File: config.mk
export PLATFORM = sky130hd
export DESIGN_NAME = asc_top
export DESIGN_NICKNAME = d
export VERILOG_FILES = /design/src/rtl/asc_pkg.sv /design/src/rtl/asc_rate_gen.sv /design/src/rtl/asc_top.sv
export SDC_FILE = /design/constraint.sdc
export NUM_CORES = 1
export LEC_CHECK = 0
export BUFFER_PORTS_ARGS = -buffer_cell sky130_fd_sc_hd__buf_4
export CAP_MARGIN = 20
export CORE_AREA = 3 3 121 123
export CTS_CLUSTER_SIZE = 10
export DETAILED_ROUTE_END_ITERATION = 7
export DIE_AREA = 0 0 124 126
export HOLD_SLACK_MARGIN = 0.05
export PLACE_DENSITY_LB_ADDON = 0.05
export SLEW_MARGIN = 20
export SYNTH_ARGS = -nofsm -noshare
export SYNTH_HDL_FRONTEND = slang
export SYNTH_SLANG_ARGS = --single-unit
File: constraint.sdc
create_clock -name sys_clk -period 3.2 [get_ports sys_clk]
set_input_delay 0.64 -clock sys_clk [delete_from_list [all_inputs] [get_ports sys_clk]]
set_output_delay 0.64 -clock sys_clk [all_outputs]
set_load 0.01 [all_outputs]
File: src/rtl/asc_pkg.sv
/*
 * Constants for the asynchronous serial controller: register indices,
 * field positions, reset values and frame timing.
 * Assumes a 32-bit Avalon-MM slave port with byte addresses.
 */
package asc_pkg;
    // register index; byte address is four times the index
    localparam logic [6:0] IDX_STATUS = 7'h50;
    localparam logic [6:0] IDX_DATA   = 7'h51;
    localparam logic [6:0] IDX_BAUD   = 7'h52;
    localparam logic [6:0] IDX_CTRL1  = 7'h53;
    localparam logic [6:0] IDX_CTRL2  = 7'h54;
    localparam int         ADDR_W     = 9;

    localparam int C1_TX9   = 6;
    localparam int C1_LPOFF = 5;
    localparam int C1_NINE  = 4;
    localparam int C1_WAKE  = 3;
    localparam int C1_PAR   = 2;
    localparam int C1_ODD   = 1;
    localparam int C1_PIE   = 0;

    localparam int C2_TIE   = 7;
    localparam int C2_DONE_IRQ_EN  = 6;
    localparam int C2_RIE   = 5;
    localparam int C2_QUIET_IRQ_EN  = 4;
    localparam int C2_TE    = 3;
    localparam int C2_RE    = 2;
    localparam int C2_MUTE  = 1;
    localparam int C2_BRK   = 0;

    localparam int BR_PRE_LSB = 6;
    localparam int BR_TX_LSB  = 3;
    localparam int BR_RX_LSB  = 0;

    localparam logic [6:0] CTRL1_RST = 7'h00;
    localparam logic [7:0] CTRL2_RST = 8'h00;
    localparam logic [7:0] BAUD_RST  = 8'h00;

    // prescaler terminal counts: factor minus one
    localparam logic [3:0] PRE_LAST0 = 4'h0;
    localparam logic [3:0] PRE_LAST1 = 4'h2;
    localparam logic [3:0] PRE_LAST2 = 4'h3;
    localparam logic [3:0] PRE_LAST3 = 4'hC;

    // sixteen rate ticks per bit
    localparam logic [3:0] TICK_LAST = 4'hF;
    localparam logic [3:0] TICK_MID  = 4'h7;
    localparam logic [3:0] FRAME8    = 4'hA;
    localparam logic [3:0] FRAME9    = 4'hB;
endpackage

File: src/rtl/asc_rate_gen.sv
/*
 * Rate generator: first prescaler followed by separate power-of-two
 * transmit and receive dividers, giving one-cycle rate ticks.
 * Assumes run is a synchronous level from the same clock.
 */
`timescale 1ns/10ps
module asc_rate_gen (
    input  wire logic       sys_clk,
    input  wire logic       rstn,
    input  wire logic       run,
    input  wire logic [1:0] pre_sel,
    input  wire logic [2:0] tx_sel,
    input  wire logic [2:0] rx_sel,
    output logic            tx_tick,
    output logic            rx_tick
);
    logic [3:0] pre_cnt_r;
    logic [6:0] tx_cnt_r;
    logic [6:0] rx_cnt_r;
    logic       pre_tick;

    function automatic logic [3:0] pre_last(input logic [1:0] s);
        unique case (s)
            2'h0: return asc_pkg::PRE_LAST0;
            2'h1: return asc_pkg::PRE_LAST1;
            2'h2: return asc_pkg::PRE_LAST2;
            2'h3: return asc_pkg::PRE_LAST3;
        endcase
    endfunction

    function automatic logic [6:0] div_last(input logic [2:0] s);
        return 7'((8'h01 << s) - 8'h01);
    endfunction

    assign pre_tick = run && (pre_cnt_r >= pre_last(pre_sel));

    always_ff @(posedge sys_clk or negedge rstn)
    begin
        if (!rstn)
            pre_cnt_r <= 4'h0;
        else if (!run || pre_tick)
            pre_cnt_r <= 4'h0;
        else
            pre_cnt_r <= pre_cnt_r + 4'h1;
    end

    // >= keeps a shortened divisor from running past its end
    always_ff @(posedge sys_clk or negedge rstn)
    begin
        if (!rstn)
        begin
            tx_cnt_r <= 7'h00;
            tx_tick  <= 1'b0;
        end
        else
        begin
            tx_tick <= pre_tick && (tx_cnt_r >= div_last(tx_sel));
            if (!run)
                tx_cnt_r <= 7'h00;
            else if (pre_tick)
                tx_cnt_r <= (tx_cnt_r >= div_last(tx_sel)) ? 7'h00
                                                           : tx_cnt_r + 7'h01;
        end
    end

    always_ff @(posedge sys_clk or negedge rstn)
    begin
        if (!rstn)
        begin
            rx_cnt_r <= 7'h00;
            rx_tick  <= 1'b0;
        end
        else
        begin
            rx_tick <= pre_tick && (rx_cnt_r >= div_last(rx_sel));
            if (!run)
                rx_cnt_r <= 7'h00;
            else if (pre_tick)
                rx_cnt_r <= (rx_cnt_r >= div_last(rx_sel)) ? 7'h00
                                                           : rx_cnt_r + 7'h01;
        end
    end
endmodule // asc_rate_gen

File: src/rtl/asc_top.sv
/*
 * Asynchronous serial controller: control, data and baud registers,
 * transmitter with preamble and break, receiver with mute and parity.
 * Assumes an Avalon-MM master on sys_clk and a raw line on rx_pin.
 */
// Contract
// - nine-bit mode stores and sends ninth bit
// - low-power bit stops rates after current byte
// - word length: eight or nine data bits
// - wake method: idle line or address mark
// - parity inserted at top bit and checked
// - parity enable applies from next byte
// - parity sense even/odd from next byte
// - parity error interrupts when enabled
// - empty and done flags interrupt when enabled
// - overrun or full interrupts when enabled
// - quiet line interrupts when enabled
// - enable toggle mid-word sends preamble after
// - one bit time before first transmission
// - tx pin released only when both off; code also releases it in low-power stop and before te is first set
// - receiver enable starts start-bit hunting
// - mute bit cleared by hardware on wake
// - break request sends break words
// - data address writes tx, reads rx holding
// - prescaler factor 1, 3, 4 or 13
// - tx/rx divisors power of two to 128
// - empty flag set on transfer, cleared sequence
`timescale 1ns/10ps
module asc_top (
    input  wire logic                      sys_clk,
    input  wire logic                      rstn,
    input  wire logic [asc_pkg::ADDR_W-1:0] avs_address,
    input  wire logic                      avs_read,
    input  wire logic                      avs_write,
    input  wire logic [31:0]               avs_writedata,
    input  wire logic [3:0]                avs_byteenable,
    output logic      [31:0]               avs_readdata,
    output logic                           avs_waitrequest,
    input  wire logic                      rx_pin,
    output logic                           tx_pin_out,
    output logic                           tx_pin_oe,
    output logic                           irq
);
    typedef enum logic [5:0] {
        TX_OFF  = 6'h01,
        TX_WAIT = 6'h02,
        TX_IDLE = 6'h04,
        TX_DATA = 6'h08,
        TX_PRE  = 6'h10,
        TX_BRK  = 6'h20
    } asc_tx_t;
    typedef enum logic [2:0] {
        RX_OFF  = 3'h1,
        RX_HUNT = 3'h2,
        RX_DATA = 3'h4
    } asc_rx_t;

    logic [6:0]  ctrl1_r;
    logic [7:0]  ctrl2_r;
    logic [7:0]  baud_r;
    logic        rx_ninth_r;
    logic [7:0]  tx_holding_r;
    logic [7:0]  rx_holding_r;
    logic        tx_empty_flag_r, tc_r, rx_full_flag_r, idle_r, ovr_r, fe_r, pe_r;
    logic        stat_seen_r;
    asc_tx_t     tx_st_r;
    asc_rx_t     rx_st_r;
    logic [3:0]  tx_sub_r, tx_bit_r, tx_len_r;
    logic [10:0] tx_sh_r;
    logic        te_prev_r, brk_prev_r, pend_pre_r, brk_pend_r, te_ever_r;
    logic        rx_s1_r, rx_s2_r;
    logic [3:0]  rx_sub_r, rx_bit_r, rx_len_r;
    logic [9:0]  rx_sh_r;
    logic        rx_nine_r, rx_par_r, rx_odd_r, rx_done_r;
    logic [7:0]  idle_cnt_r;
    logic        idle_armed_r;
    logic        tx_tick, rx_tick;

    logic        req, wr_go, rd_go, tx_clr, rx_clr;
    logic        te, re, nine, lp_stop, tx_bit_end, tx_last, tx_start;
    logic        tx_load, tx_done_evt, rx_sample, idle_evt, mute_wake;
    logic        rx_accept;
    logic [8:0]  rx_word;
    logic        rx_top;
    logic [7:0]  status_vec;
    logic [7:0]  rd_mux;

    function automatic logic hit(input logic [asc_pkg::ADDR_W-1:0] a,
                                 input logic [6:0] i);
        return a == {i, 2'b00};
    endfunction

    // parity bit over the data below the top position
    function automatic logic par_of(input logic [8:0] w, input logic n9,
                                    input logic odd);
        return n9 ? ((^w[7:0]) ^ odd) : ((^w[6:0]) ^ odd);
    endfunction

    assign te   = ctrl2_r[asc_pkg::C2_TE];
    assign re   = ctrl2_r[asc_pkg::C2_RE];
    assign nine = ctrl1_r[asc_pkg::C1_NINE];
    assign req  = avs_read | avs_write;
    assign wr_go = avs_write & ~avs_waitrequest;
    assign rd_go = avs_read & ~avs_waitrequest;
    assign tx_clr = wr_go & avs_byteenable[0] & stat_seen_r
                  & hit(avs_address, asc_pkg::IDX_DATA);
    assign rx_clr = rd_go & stat_seen_r & hit(avs_address, asc_pkg::IDX_DATA);
    assign status_vec = {tx_empty_flag_r, tc_r, rx_full_flag_r, idle_r, ovr_r, 1'b0,
                         fe_r, pe_r};

    always_comb
    begin
        rd_mux = 8'h00;
        if (hit(avs_address, asc_pkg::IDX_STATUS))
            rd_mux = status_vec;
        else if (hit(avs_address, asc_pkg::IDX_DATA))
            rd_mux = rx_holding_r;
        else if (hit(avs_address, asc_pkg::IDX_BAUD))
            rd_mux = baud_r;
        else if (hit(avs_address, asc_pkg::IDX_CTRL1))
            rd_mux = {rx_ninth_r, ctrl1_r};
        else if (hit(avs_address, asc_pkg::IDX_CTRL2))
            rd_mux = ctrl2_r;
    end

    // one wait cycle, then the access completes
    always_ff @(posedge sys_clk or negedge rstn)
    begin
        if (!rstn)
        begin
            avs_waitrequest <= 1'b1;
            avs_readdata    <= 32'h0000_0000;
        end
        else
        begin
            avs_waitrequest <= ~(req & avs_waitrequest);
            if (avs_read & avs_waitrequest)
                avs_readdata <= {24'h00_0000, rd_mux};
        end
    end

    always_ff @(posedge sys_clk or negedge rstn)
    begin
        if (!rstn)
            stat_seen_r <= 1'b0;
        else if ((wr_go | rd_go) & hit(avs_address, asc_pkg::IDX_DATA))
            stat_seen_r <= 1'b0;
        else if (rd_go & hit(avs_address, asc_pkg::IDX_STATUS))
            stat_seen_r <= 1'b1;
    end

    always_ff @(posedge sys_clk or negedge rstn)
    begin
        if (!rstn)
        begin
            ctrl1_r <= asc_pkg::CTRL1_RST;
            ctrl2_r <= asc_pkg::CTRL2_RST;
            baud_r  <= asc_pkg::BAUD_RST;
        end
        else
        begin
            if (wr_go & avs_byteenable[0])
            begin
                if (hit(avs_address, asc_pkg::IDX_CTRL1))
                    ctrl1_r <= avs_writedata[6:0];
                if (hit(avs_address, asc_pkg::IDX_BAUD))
                    baud_r <= avs_writedata[7:0];
            end
            if (wr_go & avs_byteenable[0]
                & hit(avs_address, asc_pkg::IDX_CTRL2))
                ctrl2_r <= avs_writedata[7:0];
            else if (mute_wake)
                ctrl2_r[asc_pkg::C2_MUTE] <= 1'b0;
        end
    end

    always_ff @(posedge sys_clk or negedge rstn)
    begin
        if (!rstn)
            tx_holding_r <= 8'h00;
        else if (wr_go & avs_byteenable[0]
                 & hit(avs_address, asc_pkg::IDX_DATA))
            tx_holding_r <= avs_writedata[7:0];
    end

    // prescalers halt only between bytes
    assign lp_stop = ctrl1_r[asc_pkg::C1_LPOFF]
                   & (tx_st_r == TX_OFF || tx_st_r == TX_IDLE)
                   & (rx_st_r != RX_DATA);

    asc_rate_gen u_rate (
        .sys_clk (sys_clk),
        .rstn    (rstn),
        .run     (~lp_stop),
        .pre_sel (baud_r[asc_pkg::BR_PRE_LSB +: 2]),
        .tx_sel  (baud_r[asc_pkg::BR_TX_LSB +: 3]),
        .rx_sel  (baud_r[asc_pkg::BR_RX_LSB +: 3]),
        .tx_tick (tx_tick),
        .rx_tick (rx_tick)
    );

    assign tx_bit_end  = tx_tick & (tx_sub_r == asc_pkg::TICK_LAST);
    assign tx_last     = tx_bit_r == tx_len_r - 4'h1;
    assign tx_start    = (tx_st_r == TX_IDLE) & te;
    assign tx_load     = tx_start & ~pend_pre_r & ~brk_pend_r
                       & ~ctrl2_r[asc_pkg::C2_BRK] & ~tx_empty_flag_r;
    assign tx_done_evt = (tx_st_r == TX_DATA) & tx_bit_end & tx_last;

    always_ff @(posedge sys_clk or negedge rstn)
    begin
        if (!rstn)
        begin
            tx_st_r  <= TX_OFF;
            tx_sub_r <= 4'h0;
            tx_bit_r <= 4'h0;
            tx_len_r <= asc_pkg::FRAME8;
            tx_sh_r  <= 11'h7FF;
        end
        else
        begin
            if (tx_tick)
                tx_sub_r <= tx_sub_r + 4'h1;
            unique case (tx_st_r)
                TX_OFF:
                    if (te)
                    begin
                        tx_st_r  <= TX_WAIT;
                        tx_sub_r <= 4'h0;
                    end
                TX_WAIT:
                    if (tx_bit_end)
                        tx_st_r <= TX_IDLE;
                TX_IDLE:
                begin
                    tx_sub_r <= 4'h0;
                    tx_bit_r <= 4'h0;
                    tx_len_r <= nine ? asc_pkg::FRAME9
                                     : asc_pkg::FRAME8;
                    if (!te)
                        tx_st_r <= TX_OFF;
                    else if (pend_pre_r)
                        tx_st_r <= TX_PRE;
                    else if (brk_pend_r | ctrl2_r[asc_pkg::C2_BRK])
                        tx_st_r <= TX_BRK;
                    else if (!tx_empty_flag_r)
                    begin
                        tx_st_r <= TX_DATA;
                        // mode and parity latched per word
                        tx_sh_r <= nine
                            ? {1'b1, ctrl1_r[asc_pkg::C1_PAR]
                                ? par_of({1'b0, tx_holding_r}, 1'b1,
                                         ctrl1_r[asc_pkg::C1_ODD])
                                : ctrl1_r[asc_pkg::C1_TX9],
                               tx_holding_r, 1'b0}
                            : {2'b11, ctrl1_r[asc_pkg::C1_PAR]
                                ? par_of({1'b0, tx_holding_r}, 1'b0,
                                         ctrl1_r[asc_pkg::C1_ODD])
                                : tx_holding_r[7],
                               tx_holding_r[6:0], 1'b0};
                    end
                end
                TX_DATA, TX_PRE, TX_BRK:
                    if (tx_bit_end)
                    begin
                        tx_bit_r <= tx_bit_r + 4'h1;
                        tx_sh_r  <= {1'b1, tx_sh_r[10:1]};
                        if (tx_last)
                            tx_st_r <= TX_IDLE;
                    end
                default:
                    tx_st_r <= TX_OFF;
            endcase
        end
    end

    always_ff @(posedge sys_clk or negedge rstn)
    begin
        if (!rstn)
        begin
            te_prev_r  <= 1'b0;
            brk_prev_r <= 1'b0;
            pend_pre_r <= 1'b0;
            brk_pend_r <= 1'b0;
            te_ever_r  <= 1'b0;
        end
        else
        begin
            te_prev_r  <= te;
            brk_prev_r <= ctrl2_r[asc_pkg::C2_BRK];
            te_ever_r  <= te_ever_r | te;
            // a rise while busy means a clear happened mid-word
            if (te & ~te_prev_r & (tx_st_r == TX_DATA || tx_st_r == TX_PRE
                                   || tx_st_r == TX_BRK))
                pend_pre_r <= 1'b1;
            else if (tx_st_r == TX_PRE)
                pend_pre_r <= 1'b0;
            if (brk_prev_r & ~ctrl2_r[asc_pkg::C2_BRK])
                brk_pend_r <= 1'b1;
            else if (tx_st_r == TX_BRK)
                brk_pend_r <= 1'b0;
        end
    end

    always_ff @(posedge sys_clk or negedge rstn)
    begin
        if (!rstn)
        begin
            tx_pin_out <= 1'b1;
            tx_pin_oe  <= 1'b0;
        end
        else
        begin
            tx_pin_out <= (tx_st_r == TX_DATA) ? tx_sh_r[0]
                        : (tx_st_r != TX_BRK);
            tx_pin_oe  <= (te_ever_r | te) & (te | re) & ~lp_stop;
        end
    end

    always_ff @(posedge sys_clk or negedge rstn)
    begin
        if (!rstn)
        begin
            rx_s1_r <= 1'b1;
            rx_s2_r <= 1'b1;
        end
        else
        begin
            rx_s1_r <= rx_pin;
            rx_s2_r <= rx_s1_r;
        end
    end

    assign rx_sample = rx_tick & (rx_sub_r == asc_pkg::TICK_MID);

    always_ff @(posedge sys_clk or negedge rstn)
    begin
        if (!rstn)
        begin
            rx_st_r   <= RX_OFF;
            rx_sub_r  <= 4'h0;
            rx_bit_r  <= 4'h0;
            rx_len_r  <= asc_pkg::FRAME8;
            rx_sh_r   <= 10'h000;
            rx_nine_r <= 1'b0;
            rx_par_r  <= 1'b0;
            rx_odd_r  <= 1'b0;
            rx_done_r <= 1'b0;
        end
        else
        begin
            rx_done_r <= 1'b0;
            if (!re)
                rx_st_r <= RX_OFF;
            else
                unique case (rx_st_r)
                    RX_OFF:
                        rx_st_r <= RX_HUNT;
                    RX_HUNT:
                        if (rx_tick & ~rx_s2_r)
                        begin
                            rx_st_r   <= RX_DATA;
                            rx_sub_r  <= 4'h0;
                            rx_bit_r  <= 4'h0;
                            rx_len_r  <= nine ? asc_pkg::FRAME9
                                              : asc_pkg::FRAME8;
                            rx_nine_r <= nine;
                            rx_par_r  <= ctrl1_r[asc_pkg::C1_PAR];
                            rx_odd_r  <= ctrl1_r[asc_pkg::C1_ODD];
                        end
                    RX_DATA:
                    begin
                        if (rx_tick)
                            rx_sub_r <= rx_sub_r + 4'h1;
                        if (rx_sample)
                        begin
                            rx_bit_r <= rx_bit_r + 4'h1;
                            if (rx_bit_r != 4'h0)
                                rx_sh_r <= {rx_s2_r, rx_sh_r[9:1]};
                            if (rx_bit_r == 4'h0 && rx_s2_r)
                                rx_st_r <= RX_HUNT;
                            else if (rx_bit_r == rx_len_r - 4'h1)
                            begin
                                rx_st_r   <= RX_HUNT;
                                rx_done_r <= 1'b1;
                            end
                        end
                    end
                    default:
                        rx_st_r <= RX_OFF;
                endcase
        end
    end

    assign rx_word = rx_nine_r ? rx_sh_r[8:0] : {1'b0, rx_sh_r[8:1]};
    assign rx_top  = rx_nine_r ? rx_word[8] : rx_word[7];

    // idle line: one quiet frame while hunting
    always_ff @(posedge sys_clk or negedge rstn)
    begin
        if (!rstn)
            idle_cnt_r <= 8'h00;
        else if (rx_st_r != RX_HUNT || !rx_s2_r)
            idle_cnt_r <= 8'h00;
        else if (rx_tick && idle_cnt_r != {rx_len_r, 4'h0})
            idle_cnt_r <= idle_cnt_r + 8'h01;
    end

    assign idle_evt  = rx_tick & (rx_st_r == RX_HUNT) & rx_s2_r
                     & (idle_cnt_r == {rx_len_r, 4'h0} - 8'h01);
    assign mute_wake = ctrl2_r[asc_pkg::C2_MUTE]
                     & (ctrl1_r[asc_pkg::C1_WAKE] ? (rx_done_r & rx_top)
                                                  : idle_evt);
    // the address word that wakes is itself received
    assign rx_accept = rx_done_r
                     & (~ctrl2_r[asc_pkg::C2_MUTE] | mute_wake);

    always_ff @(posedge sys_clk or negedge rstn)
    begin
        if (!rstn)
        begin
            rx_holding_r <= 8'h00;
            rx_ninth_r   <= 1'b0;
        end
        else if (rx_accept & ~rx_full_flag_r)
        begin
            rx_holding_r <= rx_word[7:0];
            if (rx_nine_r)
                rx_ninth_r <= rx_word[8];
        end
    end

    // hardware sets win over the software clear sequence
    always_ff @(posedge sys_clk or negedge rstn)
    begin
        if (!rstn)
        begin
            tx_empty_flag_r       <= 1'b1;
            tc_r         <= 1'b1;
            rx_full_flag_r       <= 1'b0;
            idle_r       <= 1'b0;
            ovr_r        <= 1'b0;
            fe_r         <= 1'b0;
            pe_r         <= 1'b0;
            idle_armed_r <= 1'b0;
        end
        else
        begin
            tx_empty_flag_r <= tx_load | (tx_empty_flag_r & ~tx_clr);
            tc_r   <= tx_done_evt | (tc_r & ~tx_clr);
            rx_full_flag_r <= (rx_accept & ~rx_full_flag_r) | (rx_full_flag_r & ~rx_clr);
            ovr_r  <= (rx_accept & rx_full_flag_r) | (ovr_r & ~rx_clr);
            fe_r   <= (rx_accept & ~rx_full_flag_r & ~rx_sh_r[9]) | (fe_r & ~rx_clr);
            pe_r   <= (rx_accept & ~rx_full_flag_r & rx_par_r
                       & (par_of(rx_word, rx_nine_r, rx_odd_r) != rx_top))
                    | (pe_r & ~rx_clr);
            idle_r <= (idle_evt & idle_armed_r & ~ctrl2_r[asc_pkg::C2_MUTE])
                    | (idle_r & ~rx_clr);
            if (rx_accept & ~rx_full_flag_r)
                idle_armed_r <= 1'b1;
            else if (idle_evt)
                idle_armed_r <= 1'b0;
        end
    end

    always_ff @(posedge sys_clk or negedge rstn)
    begin
        if (!rstn)
            irq <= 1'b0;
        else
            irq <= (ctrl1_r[asc_pkg::C1_PIE] & pe_r)
                 | (ctrl2_r[asc_pkg::C2_TIE] & tx_empty_flag_r)
                 | (ctrl2_r[asc_pkg::C2_DONE_IRQ_EN] & tc_r)
                 | (ctrl2_r[asc_pkg::C2_RIE] & (ovr_r | rx_full_flag_r))
                 | (ctrl2_r[asc_pkg::C2_QUIET_IRQ_EN] & idle_r);
    end
endmodule // asc_top

# After elaboration in Yosys (flattened, before gate mapping)

Cells that the tools add are included.

Flip-flop bits (word level): 154
Bits in latches: 0
RAM bits: 0
ROM bits: 0
Bits of input ports: 50
Logic and storage cells: 308
Memories: 0

Add/sub/neg operators: 13
$mul: 0
Div/mod/pow operators: 0
$lt $le $gt $ge: 3
Eq/ne operators: 42
Shifts and indexed selects: 2
Mux-type cells: 70
Bitwise operators: 91
Reductions and logical operators: 39

Operators by type and width:

| cell                  | number |
|---|---|
| $mux W8               | 7 |
| $and A1 B1 Y1         | 55 |
| $mux W11              | 5 |
| $mux W6               | 8 |
| $eq A9 B9 Y1 const B  | 5 |
| $mux W7               | 6 |
| $pmux W4 S2           | 4 |
| $mux W4               | 7 |
| $pmux W6 S4           | 1 |
| $mux W1               | 22 |
| $pmux W11 S2          | 1 |
| $add A4 B1 Y4 const B | 5 |
| $ne A2 B2 Y1 const B  | 10 |
| $or A1 B1 Y1          | 18 |
| $reduce_bool A2 Y1    | 9 |
| $pmux W4 S4           | 1 |
| $reduce_xor A8 Y1     | 2 |
| $mux W3               | 5 |
| $add A7 B1 Y7 const B | 2 |
| $ge A7 B7 Y1          | 2 |
| $not A1 Y1            | 14 |
| $reduce_xor A7 Y1     | 2 |
| $shl A1 B3 Y7 const A | 2 |
| $sub A7 B1 Y7 const B | 2 |
| 43 further kinds      | 65 |

# Depth between registers and ports, before layout

Gate-level depths: netlist of run 1.

Depth after elaboration: 12
Mapped depth: 9
Mapped depth without buffers: 8

# Cells and area by module

A second synthesis of run 1 with hierarchy kept.

Cell total of the unflattened synthesis: 789
Area total of the unflattened synthesis: 7873.8 um^2

Modules (own cells, without submodules):

| module       | times used | cells each | area each (um^2) | seq. area each (um^2) |
|---|---|---|---|---|
| asc_top      | 1          | 619        | 6367.4           | 3175.5 |
| asc_rate_gen | 1          | 170        | 1506.4           | 500.5 |

# Worst setup path after synthesis of run 1

No wires, ideal clock.

Path type: flip-flop to flip-flop
Start point: register baud_r[2]
End point: register u_rate.rx_cnt_r[2]
Setup time: 0.065 ns
Arrival time: 2.196 ns
Required time: 3.135 ns
Path slack: 0.939 ns
Cell stages (with the launch flop): 8
Buffers on the path: 0
Clock period less this slack: 2.261 ns
Cells stage by stage: dfrtp_1 -> or3_1 -> ha_1 -> nand2b_1 -> a2111oi_0 -> o21ai_0 -> a2111oi_0 -> a21o_1

Word-level cells in the longest chain between the ends: 6

Ends and longest elaborated chain:

| element                | line               | RTL |
|---|---|---|
| from (decl)            | asc_top.sv:60      | `logic [7:0] baud_r;` |
| from (signal assigned) | asc_top.sv:158     | `baud_r <= asc_pkg::BAUD_RST;` |
| from (signal assigned) | asc_top.sv:167     | `baud_r <= avs_writedata[7:0];` |
| $shl A1 B3 Y7          | asc_rate_gen.sv:32 | `return 7'((8'h01 << s) - 8'h01);` |
| $sub A7 B1 Y7          | asc_rate_gen.sv:32 |  |
| $ge A7 B7 Y1           | asc_rate_gen.sv:79 | `rx_cnt_r <= (rx_cnt_r >= div_last(rx_sel)) ? 7'h00` |
| $mux W7                | asc_rate_gen.sv:79 |  |
| $mux W7                | asc_rate_gen.sv:78 | `else if (pre_tick)` |
| $mux W7                | asc_rate_gen.sv:76 | `if (!run)` |
| to (signal assigned)   | asc_rate_gen.sv:79 |  |
| to (decl)              | asc_rate_gen.sv:19 | `logic [6:0] rx_cnt_r;` |

No other way between the ends. The select of a mux whose other input is x is not followed.
A chain may end at the register's enable or synchronous reset.

# Worst setup path after layout of run 1

Start point: register baud_r[2]
End point: register u_rate.rx_cnt_r[6]

Same word-level chain as after synthesis.

==> metrics.cfg, run 1 <==
[sta]
setup_viol=0
fin_worst_skew_ns=0.00734
fmax_ghz=0.380
grt_setup_unrepaired=no
tns_ns=0
hold_viol=0
worst_pin_slew_ns=0.802
timing.final.crit_share_pct=82.3
slew_viol_final=0
final.min_clock_period_ns=2.63
slew_headroom_pct=46.0

[floorplanning]
die_w_um=124
core.rowCount=43
start_util_pct=58.5
io_pins=86
die_h_um=126
fp.coreArea_sq_um=13800
design.die.area_sq_um=15600

[worst_setup_path]
crit_buf_inv=0
worstRegToRegCells=7
cp_common_cell=a2111oi_0
critical_path_class=register to register
max_stage_delay_ns=0.46
cp-end-kind=register
crit_path_cell_trace=or3_1 -> ha_1 -> nand2b_1 -> a2111oi_0 -> o21ai_0 -> a2111oi_0 -> a21o_1
cp.depth=7
cp.arrival_ns=2.98
setup.worst_path.start_class=register
crit_family=compound AO/OA/AOI/OAI gates
slowest_stage=dfrtp_1
crit_fanout=8
worstPathRequired_ns=3.55
reg2reg_slack_ns=0.57

[routing]
totalWireLength_mm=17.1
routed_via_density=5.76
num_vias=5854
drc=0
drt-initial-drc-count=390
drtPass1Iterations=7
post_drt_wl_per_cell_um=16.8
ant_nets=0

[clocking]
cts_sinks=146
cts_tree=yes
htree_levels=4
insertion_delay_ns=0.41
cts_resized=0
cts_setup_buffers=0
clk_pin_slew_ns=0.06
clockBufferDepth=2
root_buffer=clkbuf_16
cts_buffers=17
cts.hold.buffers_added=0

[place]
dp.cells=985
gp_congestion=0.863
hpwl_mm=12.1
io_buffer_count=34

[global_route]
grt_use_total_pct=22.8
antenna_found_initial=0
grt.overflow.total=0
grt_first_pass_wirelength_mm=28.3
grt_max_degree=93
first_global_vias=5802

[logic_synthesis]
ys_seq_elements=146
async_reset_ff_share_pct=100
syn_area_sq_um=8050
ys_seq_area_share_pct=45.6
synth.top_cell.area_share_pct=39.8
syn_area_per_cell_sq_um=10.1
synth_top_area_cell=dfrtp_1
ys_types=71
synth_cells=795
synth_edf_count=0
ys.flop_type=dfrtp_1
yosys-top-cells-area=dfrtp_1 (40%), dfstp_2 (5.9%), ha_1 (4.7%), mux2_2 (3.9%), nand2_1 (3.5%)
yosysWarnings=0

[pwr]
power_switching_w=0.00133
p_int_w=0.00367
p_sw_share_pct=26.6
p_leak_nw=4.14
p_comb_share_pct=16.1
power_frac_seq_pct=42.1
peakVddDrop_mv=0.421
p_clk_share_pct=41.9
p_per_area_nw_per_um2=557

[run_status]
status=finished clean

[cells_and_area]
layout-drive-gt1-share_pct=18.0
final_util_pct=65.2
nets=904
syn_to_final_growth_pct=11.6
n_antenna_cell=0
fillers=1079
final_cells=1017

[job]
drv_cap=0

[hold_path]
hold_path_class=input pin to async pin

==> final timing paths <==
path	from	endpoint
max	baud_r[2]	u_rate.rx_cnt_r[6]
min	rstn	tx_sub_r[0]
max reg2reg	baud_r[2]	u_rate.rx_cnt_r[6]
min reg2reg	rx_s1_r	rx_s2_r
max in group asynchronous	rstn	avs_waitrequest
min in group sys_clk	rx_pin	rx_s1_r
==> synth_stat cells, drive strengths merged (7+ instances only) <==
master   instances
nor2            64
dfrtp          128
mux2            40
nor3            19
a2111oi         13
nand2b          27
a21o            19
or2              7
a22o             9
dfstp           18
inv             23
nand3           19
mux2i           14
a21oi           41
a31oi           14
nand2           76
and3             9
nor2b           13
o21ai           39
xor2            14
ha              30
clkbuf          11
xnor2           25
buf             44
==> area by class of cell <==
type / count / area, sq um / area share [%]
Inverter: 23 / 86.3 / 0.961
Sequential cell: 146 / 3680 / 40.9
Tap cell: 180 / 225 / 2.51
Clock inverter: 11 / 158 / 1.75
Clock buffer: 21 / 470 / 5.24
Timing Repair Buffer: 42 / 332 / 3.69
Multi-Input combinational cell: 594 / 4040 / 44.9
==> power groups by stage <==
stage	Combinational [W]	Sequential (W)	Clock, W
5_1_grt	0.000915	0.00212	0.00221
6_report	0.000805	0.00211	0.00210
3_3_place_gp	0.000755	0.00213	0
3_5_place_dp	0.000795	0.00213	0
4_1_cts	0.000811	0.00210	0.00213
2_1_floorplan	0.000615	0.00209	0
==> worst register-to-register path, delay by kind of cell, from the launching register on <==
family | cells | cell delay [ns]
compound gates | 4 | 1.29
fa+ha+maj | 1 | 0.27
flops | 1 | 0.46
simple gates | 2 | 0.55
==> metal layers <==
layer  share of wire (%)  vias up  global-route usage [%]
met5                   0        -                       0
met2                  51       97                    38.4
met4                 1.6        0                    5.86
li1                    -     2835                       -
met3                 3.4       24                    4.76
met1                  44     2898                    29.9
==> flip-flops by register name, summed over array words and instances, names as in the netlist, 3 cells and up <==
name,count
rx_holding_r,8
tx_holding_r,8
idle_cnt_r,8
avs_readdata,8
tx_sh_r,10
rx_sub_r,4
u_rate.rx_cnt_r,7
baud_r,8
tx_sub_r,4
rx_st_r,3
u_rate.pre_cnt_r,4
rx_sh_r,10
ctrl1_r,7
ctrl2_r,8
u_rate.tx_cnt_r,7
rx_bit_r,4
tx_bit_r,4
tx_st_r,6
==> per-stage QoR <==
stage	total power, W	worst slack [ns]	hold slack, ns	cell area [sq um]
3_3_place_gp	0.00288	0.648	0.347	8360
5_1_grt	0.00525	0.181	0.199	8980
3_5_place_dp	0.00293	0.585	0.348	8360
4_1_cts	0.00505	0.558	0.192	8980
6_report	0.00501	0.566	0.174	8980
2_1_floorplan	0.00270	0.939	0.344	8140
==> logic make-up after synthesis <==
kind of cell	synth area share [%]
simple gates	17.9
mux	7.80
other cells	0.0466
xor+xnor	4.54
flops	45.6
buf+inv	5.38
compound gates	14.0
fa+ha+maj	4.66
==> placed cells by master (no fill, tap or decap), types with 17 or more instances in the layout <==
cell and n:
a21oi_1 41, xnor2_1 25, dfrtp_1 128, nand2_1 76, inv_1 23, clkbuf_16 17, nor2_1 63, a21o_1 19
nor3_1 17, o21ai_0 38, ha_1 30, nand2b_1 27, mux2_2 28, nand3_1 19, dfstp_2 18, buf_4 40
conb_1 24
Power figures use the tool's default switching activity.
==> run 2, diff against run 1 <==
Settings changed: CORE_AREA 3 3 121 123 to 3 3 127 129, DIE_AREA 0 0 124 126 to 0 0 130 132.
Clock period 3.2 ns to 2.26 ns, I/O delays scaled along.
==> metrics.cfg, run 2 (same netlist as run 1, synthesis figures left out) <==
[place]
placed_cell_area_sq_um=8570  ; +2.5%
gp_congestion=0.855  ; -0.90%
dp.cells=1020  ; +3.6%
io_buffer_count=34  ; unchanged
hpwl_mm=13.0  ; +7.1%

[floorplanning]
fp.coreArea_sq_um=15100  ; +10%
die_w_um=130  ; +4.8%
io_pins=86  ; unchanged
core.rowCount=45  ; +4.7%
start_util_pct=53.2  ; -5.3 points
design.die.area_sq_um=17200  ; +9.8%
die_h_um=132  ; +4.8%

[worst_setup_path]
cp_common_cell=a2111oi_4
worstPathRequired_ns=2.62  ; -0.93 ns
crit_fanout=7  ; -1
critical_path_class=register to register
setup.worst_path.start_class=register
cp-end-kind=register
crit_path_cell_trace=or3_4 -> ha_4 -> nand2b_4 -> a2111oi_4 -> o21ai_4 -> a2111oi_4 -> a21o_1
max_stage_delay_ns=0.40  ; -0.06 ns
slowest_stage=or3_4
cp.arrival_ns=2.59  ; -0.39 ns

[global_route]
grt_max_degree=79  ; -15%
first_global_vias=6013  ; +3.6%
grt_first_pass_wirelength_mm=29.8  ; +5.3%
grt.overflow.total=0  ; unchanged
grt_use_total_pct=21.8  ; -0.93 points
antenna_found_initial=0  ; unchanged

[cells_and_area]
n_antenna_cell=0  ; unchanged
final_cells=1060  ; +4.2%
layout-drive-gt1-share_pct=23.2  ; +5.1 points
final_cell_mix=dfrtp_1 (128), nand2_1 (76), buf_4 (73)
fillers=1257  ; +16%
nets=939  ; +3.9%
final_util_pct=62.8  ; -2.4 points
final_area_sq_um=9510  ; +5.8%
syn_to_final_growth_pct=18.1
layout_commonest_cell=dfrtp_1
reg_top3=rx_sh_r: 10 flops, tx_sh_r: 10 flops

[routing]
ant_nets=0  ; unchanged
post_drt_wl_per_cell_um=17.1  ; +2.1%
drt-initial-drc-count=326  ; -16%
drc=0  ; unchanged
totalWireLength_mm=18.2  ; +6.5%
drtPass1Iterations=4  ; -3
num_vias=6031  ; +3.0%
routed_via_density=5.69  ; -1.2%

[hold_path]
hold_path_class=input pin to register

[clocking]
clk_pin_slew_ns=0.06  ; about the same
cts_buffers=17  ; unchanged
root_buffer=clkbuf_16
insertion_delay_ns=0.43  ; +0.02 ns
cts_tree=yes
clockBufferDepth=2  ; unchanged
cts_sinks=146  ; unchanged
htree_levels=4  ; unchanged

[pwr]
p_per_area_nw_per_um2=793  ; +42%
p_leak_nw=4.35  ; +5.0%
peakVddDrop_mv=0.538  ; +28%

[sta]
setup_viol=0  ; unchanged
slew_viol_final=0  ; unchanged
fmax_ghz=0.450  ; +19%
final.min_clock_period_ns=2.22  ; -0.413 ns
timing.final.crit_share_pct=98.3  ; +16 points
slew_headroom_pct=54.6  ; +8.6 points
grt_setup_unrepaired=yes
fin_worst_skew_ns=0.00826  ; +0.000925 ns
hold_viol=0  ; unchanged
hold-worst-slack_ns=0.127  ; -0.0466 ns
worst_pin_slew_ns=0.673  ; -0.129 ns
tns_ns=0  ; unchanged

[job]
drv_cap=0  ; unchanged

[run_status]
status=finished clean

-- run 2: changes by cell type in the layout (fill, tap and decap cells not counted), sizes merged --
cell | before | now
buf | 42 | 76
clkbuf | 21 | 19
clkinv | 6 | 5
clkinvlp | 1 | 3
dlygate4sd3 | 0 | 1
inv | 23 | 24
-- run 2: worst max-delay path: cells and delay by family, from the launching register on --
kind	cells	cell delay (ns)
adders and majority gates	1	0.22
and+or+nand+nor	2	0.55
AOI/OAI and AO/OA	4	1.02
DFF	1	0.38
-- run 2: area by class of cell --
class                           instances  area [sq um]  area share [%]
Multi-Input combinational cell        594          4280            45.1
Sequential cell                       146          3680            38.7
Timing Repair Buffer                   77           601            6.32
Clock buffer                           19           443            4.66
Tap cell                              188           235            2.47
Clock inverter                         13           184            1.93
Inverter                               23          86.3           0.908
-- run 2: through the flow --
step	power [W]	setup WS, ns
after CTS	0.00734	-0.0199
after floorplan	0.00383	0.0464
after global routing	0.00790	-0.0320
final	0.00754	0.0382
after detailed placement	0.00422	-0.273
after global placement	0.00415	-0.0702
-- run 2: layer usage --
layer	vias to the layer above	GRT usage, %	share of wire, %
li1	2910	-	-
met1	2980	28.4	44
met2	115	36.5	50
met3	26	4.70	3.8
met4	0	6.76	1.5
met5	-	0	0
-- run 2: path summary, 6_finish.rpt --
| kind | start | to | slack, ns | depth (start not counted) |
|---|---|---|---|---|
| max reg2reg | baud_r[0] | u_rate.rx_cnt_r[4] | 0.04 | 7 |
| min | rx_pin | rx_s1_r | 0.13 | 1 |
| max | baud_r[0] | u_rate.rx_cnt_r[4] | 0.04 | 7 |
| max in group asynchronous | rstn | avs_waitrequest | 1.00 | 3 |
| min in group asynchronous | rstn | u_rate.tx_cnt_r[5] | 0.51 | 2 |
| min reg2reg | rx_s1_r | rx_s2_r | 0.36 | 0 |
-- run 2: what timing repair did --
action,4_1_cts,5_1_grt
buffers inserted,1,6
resized for setup,19,21
endpoints found under the setup margin,14,15
pin swaps,2,5
endpoints found under the hold margin,34,0
hold buffers,1,0
-- run 2: power by group --
| group | switching, W | internal [W] |
|---|---|---|
| Sequential | 0.000190 | 0.00279 |
| Clock | 0.00113 | 0.00188 |
| Combinational | 0.000858 | 0.000699 |
==> run 3, diff against run 2 <==
Settings changed: CORE_AREA 3 3 127 129 to 3 3 121 123, DIE_AREA 0 0 130 132 to 0 0 124 126.
Clock period 2.26 ns to 2.2 ns, I/O delays scaled along.
==> metrics.cfg, run 3 (same netlist as run 1, synthesis figures left out) <==
[place]
io_buffer_count=34  ; unchanged
dp_slack_ns=-0.0598  ; +0.213 ns
hpwl_mm=12.9  ; -0.26%
gp_congestion=0.880  ; +2.9%

[routing]
ant_nets=0  ; unchanged
totalWireLength_mm=18.3  ; +0.41%
drt-initial-drc-count=437  ; +34%
drc=0  ; unchanged
post_drt_wl_per_cell_um=17.4  ; +1.4%
num_vias=6127  ; +1.6%
drtPass1Iterations=7  ; +3
routed_via_density=5.84  ; +2.6%

[pwr]
p_int_w=0.00563  ; +5.0%
power_switching_w=0.00216  ; -0.80%
p_clk_share_pct=39.7  ; -0.2 points
power_frac_seq_pct=39.3  ; -0.2 points
p_sw_share_pct=27.7  ; -1.2 points
p_per_area_nw_per_um2=819  ; +3.2%
peakVddDrop_mv=0.800  ; +49%
p_comb_share_pct=20.9  ; +0.3 points
p_leak_nw=4.37  ; +0.43%

[worst_setup_path]
cp_common_cell=a2111oi_4
startpoint=baud_r[0]
crit_family=compound AO/OA/AOI/OAI gates
timing.rr.start=baud_r[0]
cp.arrival_ns=2.50  ; -0.09 ns
slowest_stage=or3_4
setup.worst_path.start_class=register
crit_fanout=7  ; unchanged
cp-end-kind=register
max_stage_delay_ns=0.40  ; about the same
critical_path_class=register to register
crit_path_cell_trace=or3_4 -> ha_4 -> nand2b_4 -> a2111oi_4 -> o21ai_4 -> a2111oi_4 -> a21o_1
crit_buf_inv=0  ; unchanged
worstPathRequired_ns=2.57  ; -0.05 ns

[clocking]
cts_tree=yes
htree_levels=4  ; unchanged
clockBufferDepth=2  ; unchanged
cts_buffers=17  ; unchanged
insertion_delay_ns=0.43  ; about the same
cts_sinks=146  ; unchanged
clk_pin_slew_ns=0.06  ; about the same
root_buffer=clkbuf_16

[floorplanning]
die_h_um=126  ; -4.5%
die_w_um=124  ; -4.6%
design.die.area_sq_um=15600  ; -9.0%
start_util_pct=58.5  ; +5.3 points
core.rowCount=43  ; -4.4%
fp.coreArea_sq_um=13800  ; -9.1%
io_pins=86  ; unchanged

[global_route]
grt_use_total_pct=24.4  ; +2.6 points
grt.overflow.total=0  ; unchanged
grt_first_pass_wirelength_mm=30.0  ; +0.56%
first_global_vias=6064  ; +0.85%
antenna_found_initial=0  ; unchanged
grt_max_degree=49  ; -38%

[sta]
fmax_ghz=0.468  ; +4.1%
worst_pin_slew_ns=0.720  ; +0.0472 ns
fin_worst_skew_ns=0.00992  ; +0.00165 ns
setup_slack_ns=0.0648  ; +0.0266 ns
slew_headroom_pct=51.4  ; -3.2 points
slew_viol_final=0  ; unchanged
grt_setup_unrepaired=yes
timing.final.crit_share_pct=97.1  ; -1.3 points
final.min_clock_period_ns=2.14  ; -0.0866 ns
hold-worst-slack_ns=0.119  ; -0.00784 ns
setup_viol=0  ; unchanged
hold_viol=0  ; unchanged

[cells_and_area]
final_cell_mix=dfrtp_1 (128), nand2_1 (76), buf_4 (69)
syn_to_final_growth_pct=18.2  ; about the same
final_util_pct=69.1  ; +6.3 points
nets=937  ; -0.21%
n_antenna_cell=0  ; unchanged
layout-drive-gt1-share_pct=23.1  ; -0.062 points
reg_top3=rx_sh_r: 10 flops, tx_sh_r: 10 flops
layout_commonest_cell=dfrtp_1

[run_status]
status=finished clean

[hold_path]
hold_path_class=input pin to register
min_from=rx_pin

[job]
drv_cap=0  ; unchanged

run 3: routing by layer:
layer	share of wire [%]	GRT usage [%]
met1	42	31.3
met2	51	41.0
met3	4.3	5.52
met4	2.2	7.67
met5	0	0
run 3: worst paths after layout:
kind | endpoint | slack [ns] | cells after the start
worst max-delay path | u_rate.rx_cnt_r[3] | 0.06 | 7
worst min-delay path | rx_s1_r | 0.12 | 1
worst max register to register | u_rate.rx_cnt_r[3] | 0.06 | 7
worst min register to register | rx_s2_r | 0.36 | 0
max in group asynchronous | tx_sh_r[0] | 1.03 | 3
min in group asynchronous | u_rate.tx_cnt_r[3] | 0.53 | 2
run 3: through the flow:
| stage | instance area (sq um) | power [W] | TNS (ns) | cells |
|---|---|---|---|---|
| 6_report | 9520 | 0.00779 | 0 | 1050 |
| 5_1_grt | 9520 | 0.00815 | -0.101 | 1050 |
| 2_1_floorplan | 8170 | 0.00399 | 0 | 818 |
| 3_5_place_dp | 8610 | 0.00434 | -0.241 | 1013 |
| 3_3_place_gp | 8610 | 0.00428 | -0.0114 | 1013 |
| 4_1_cts | 9320 | 0.00757 | -0.101 | 1046 |
run 3: worst reg2reg max path, cell delays in order, from the launching register on:
cell and delay (ns):
dfrtp_1 0.38, or3_4 0.40, ha_4 0.21, nand2b_4 0.14, a2111oi_4 0.39, o21ai_4 0.18, a2111oi_4 0.24, a21o_1 0.12
run 3: area by class of cell:
type | instances | area [sq um]
multi-input combinational | 594 | 4270
timing repair buffer | 75 | 619
fill | 1066 | 4260
clock buffer | 22 | 484
clock inverter | 10 | 154
inverter | 23 | 86.3
tap | 180 | 225
sequential | 146 | 3680
run 3: power by group through the flow:
stage	Combinational, W	Clock [W]	Sequential [W]
2_1_floorplan	0.000957	0	0.00304
3_3_place_gp	0.00119	0	0.00309
3_5_place_dp	0.00124	0	0.00310
4_1_cts	0.00136	0.00315	0.00306
5_1_grt	0.00180	0.00326	0.00309
6_report	0.00163	0.00310	0.00307
run 3: repair_timing:
| item | in CTS | in global routing |
|---|---|---|
| pin swaps | 5 | 6 |
| setup buffers | 0 | 4 |
| endpoints found under the hold margin | 42 | 0 |
| hold buffers | 1 | 0 |
| gates resized for setup | 8 | 25 |
| endpoints found under the setup margin | 11 | 13 |
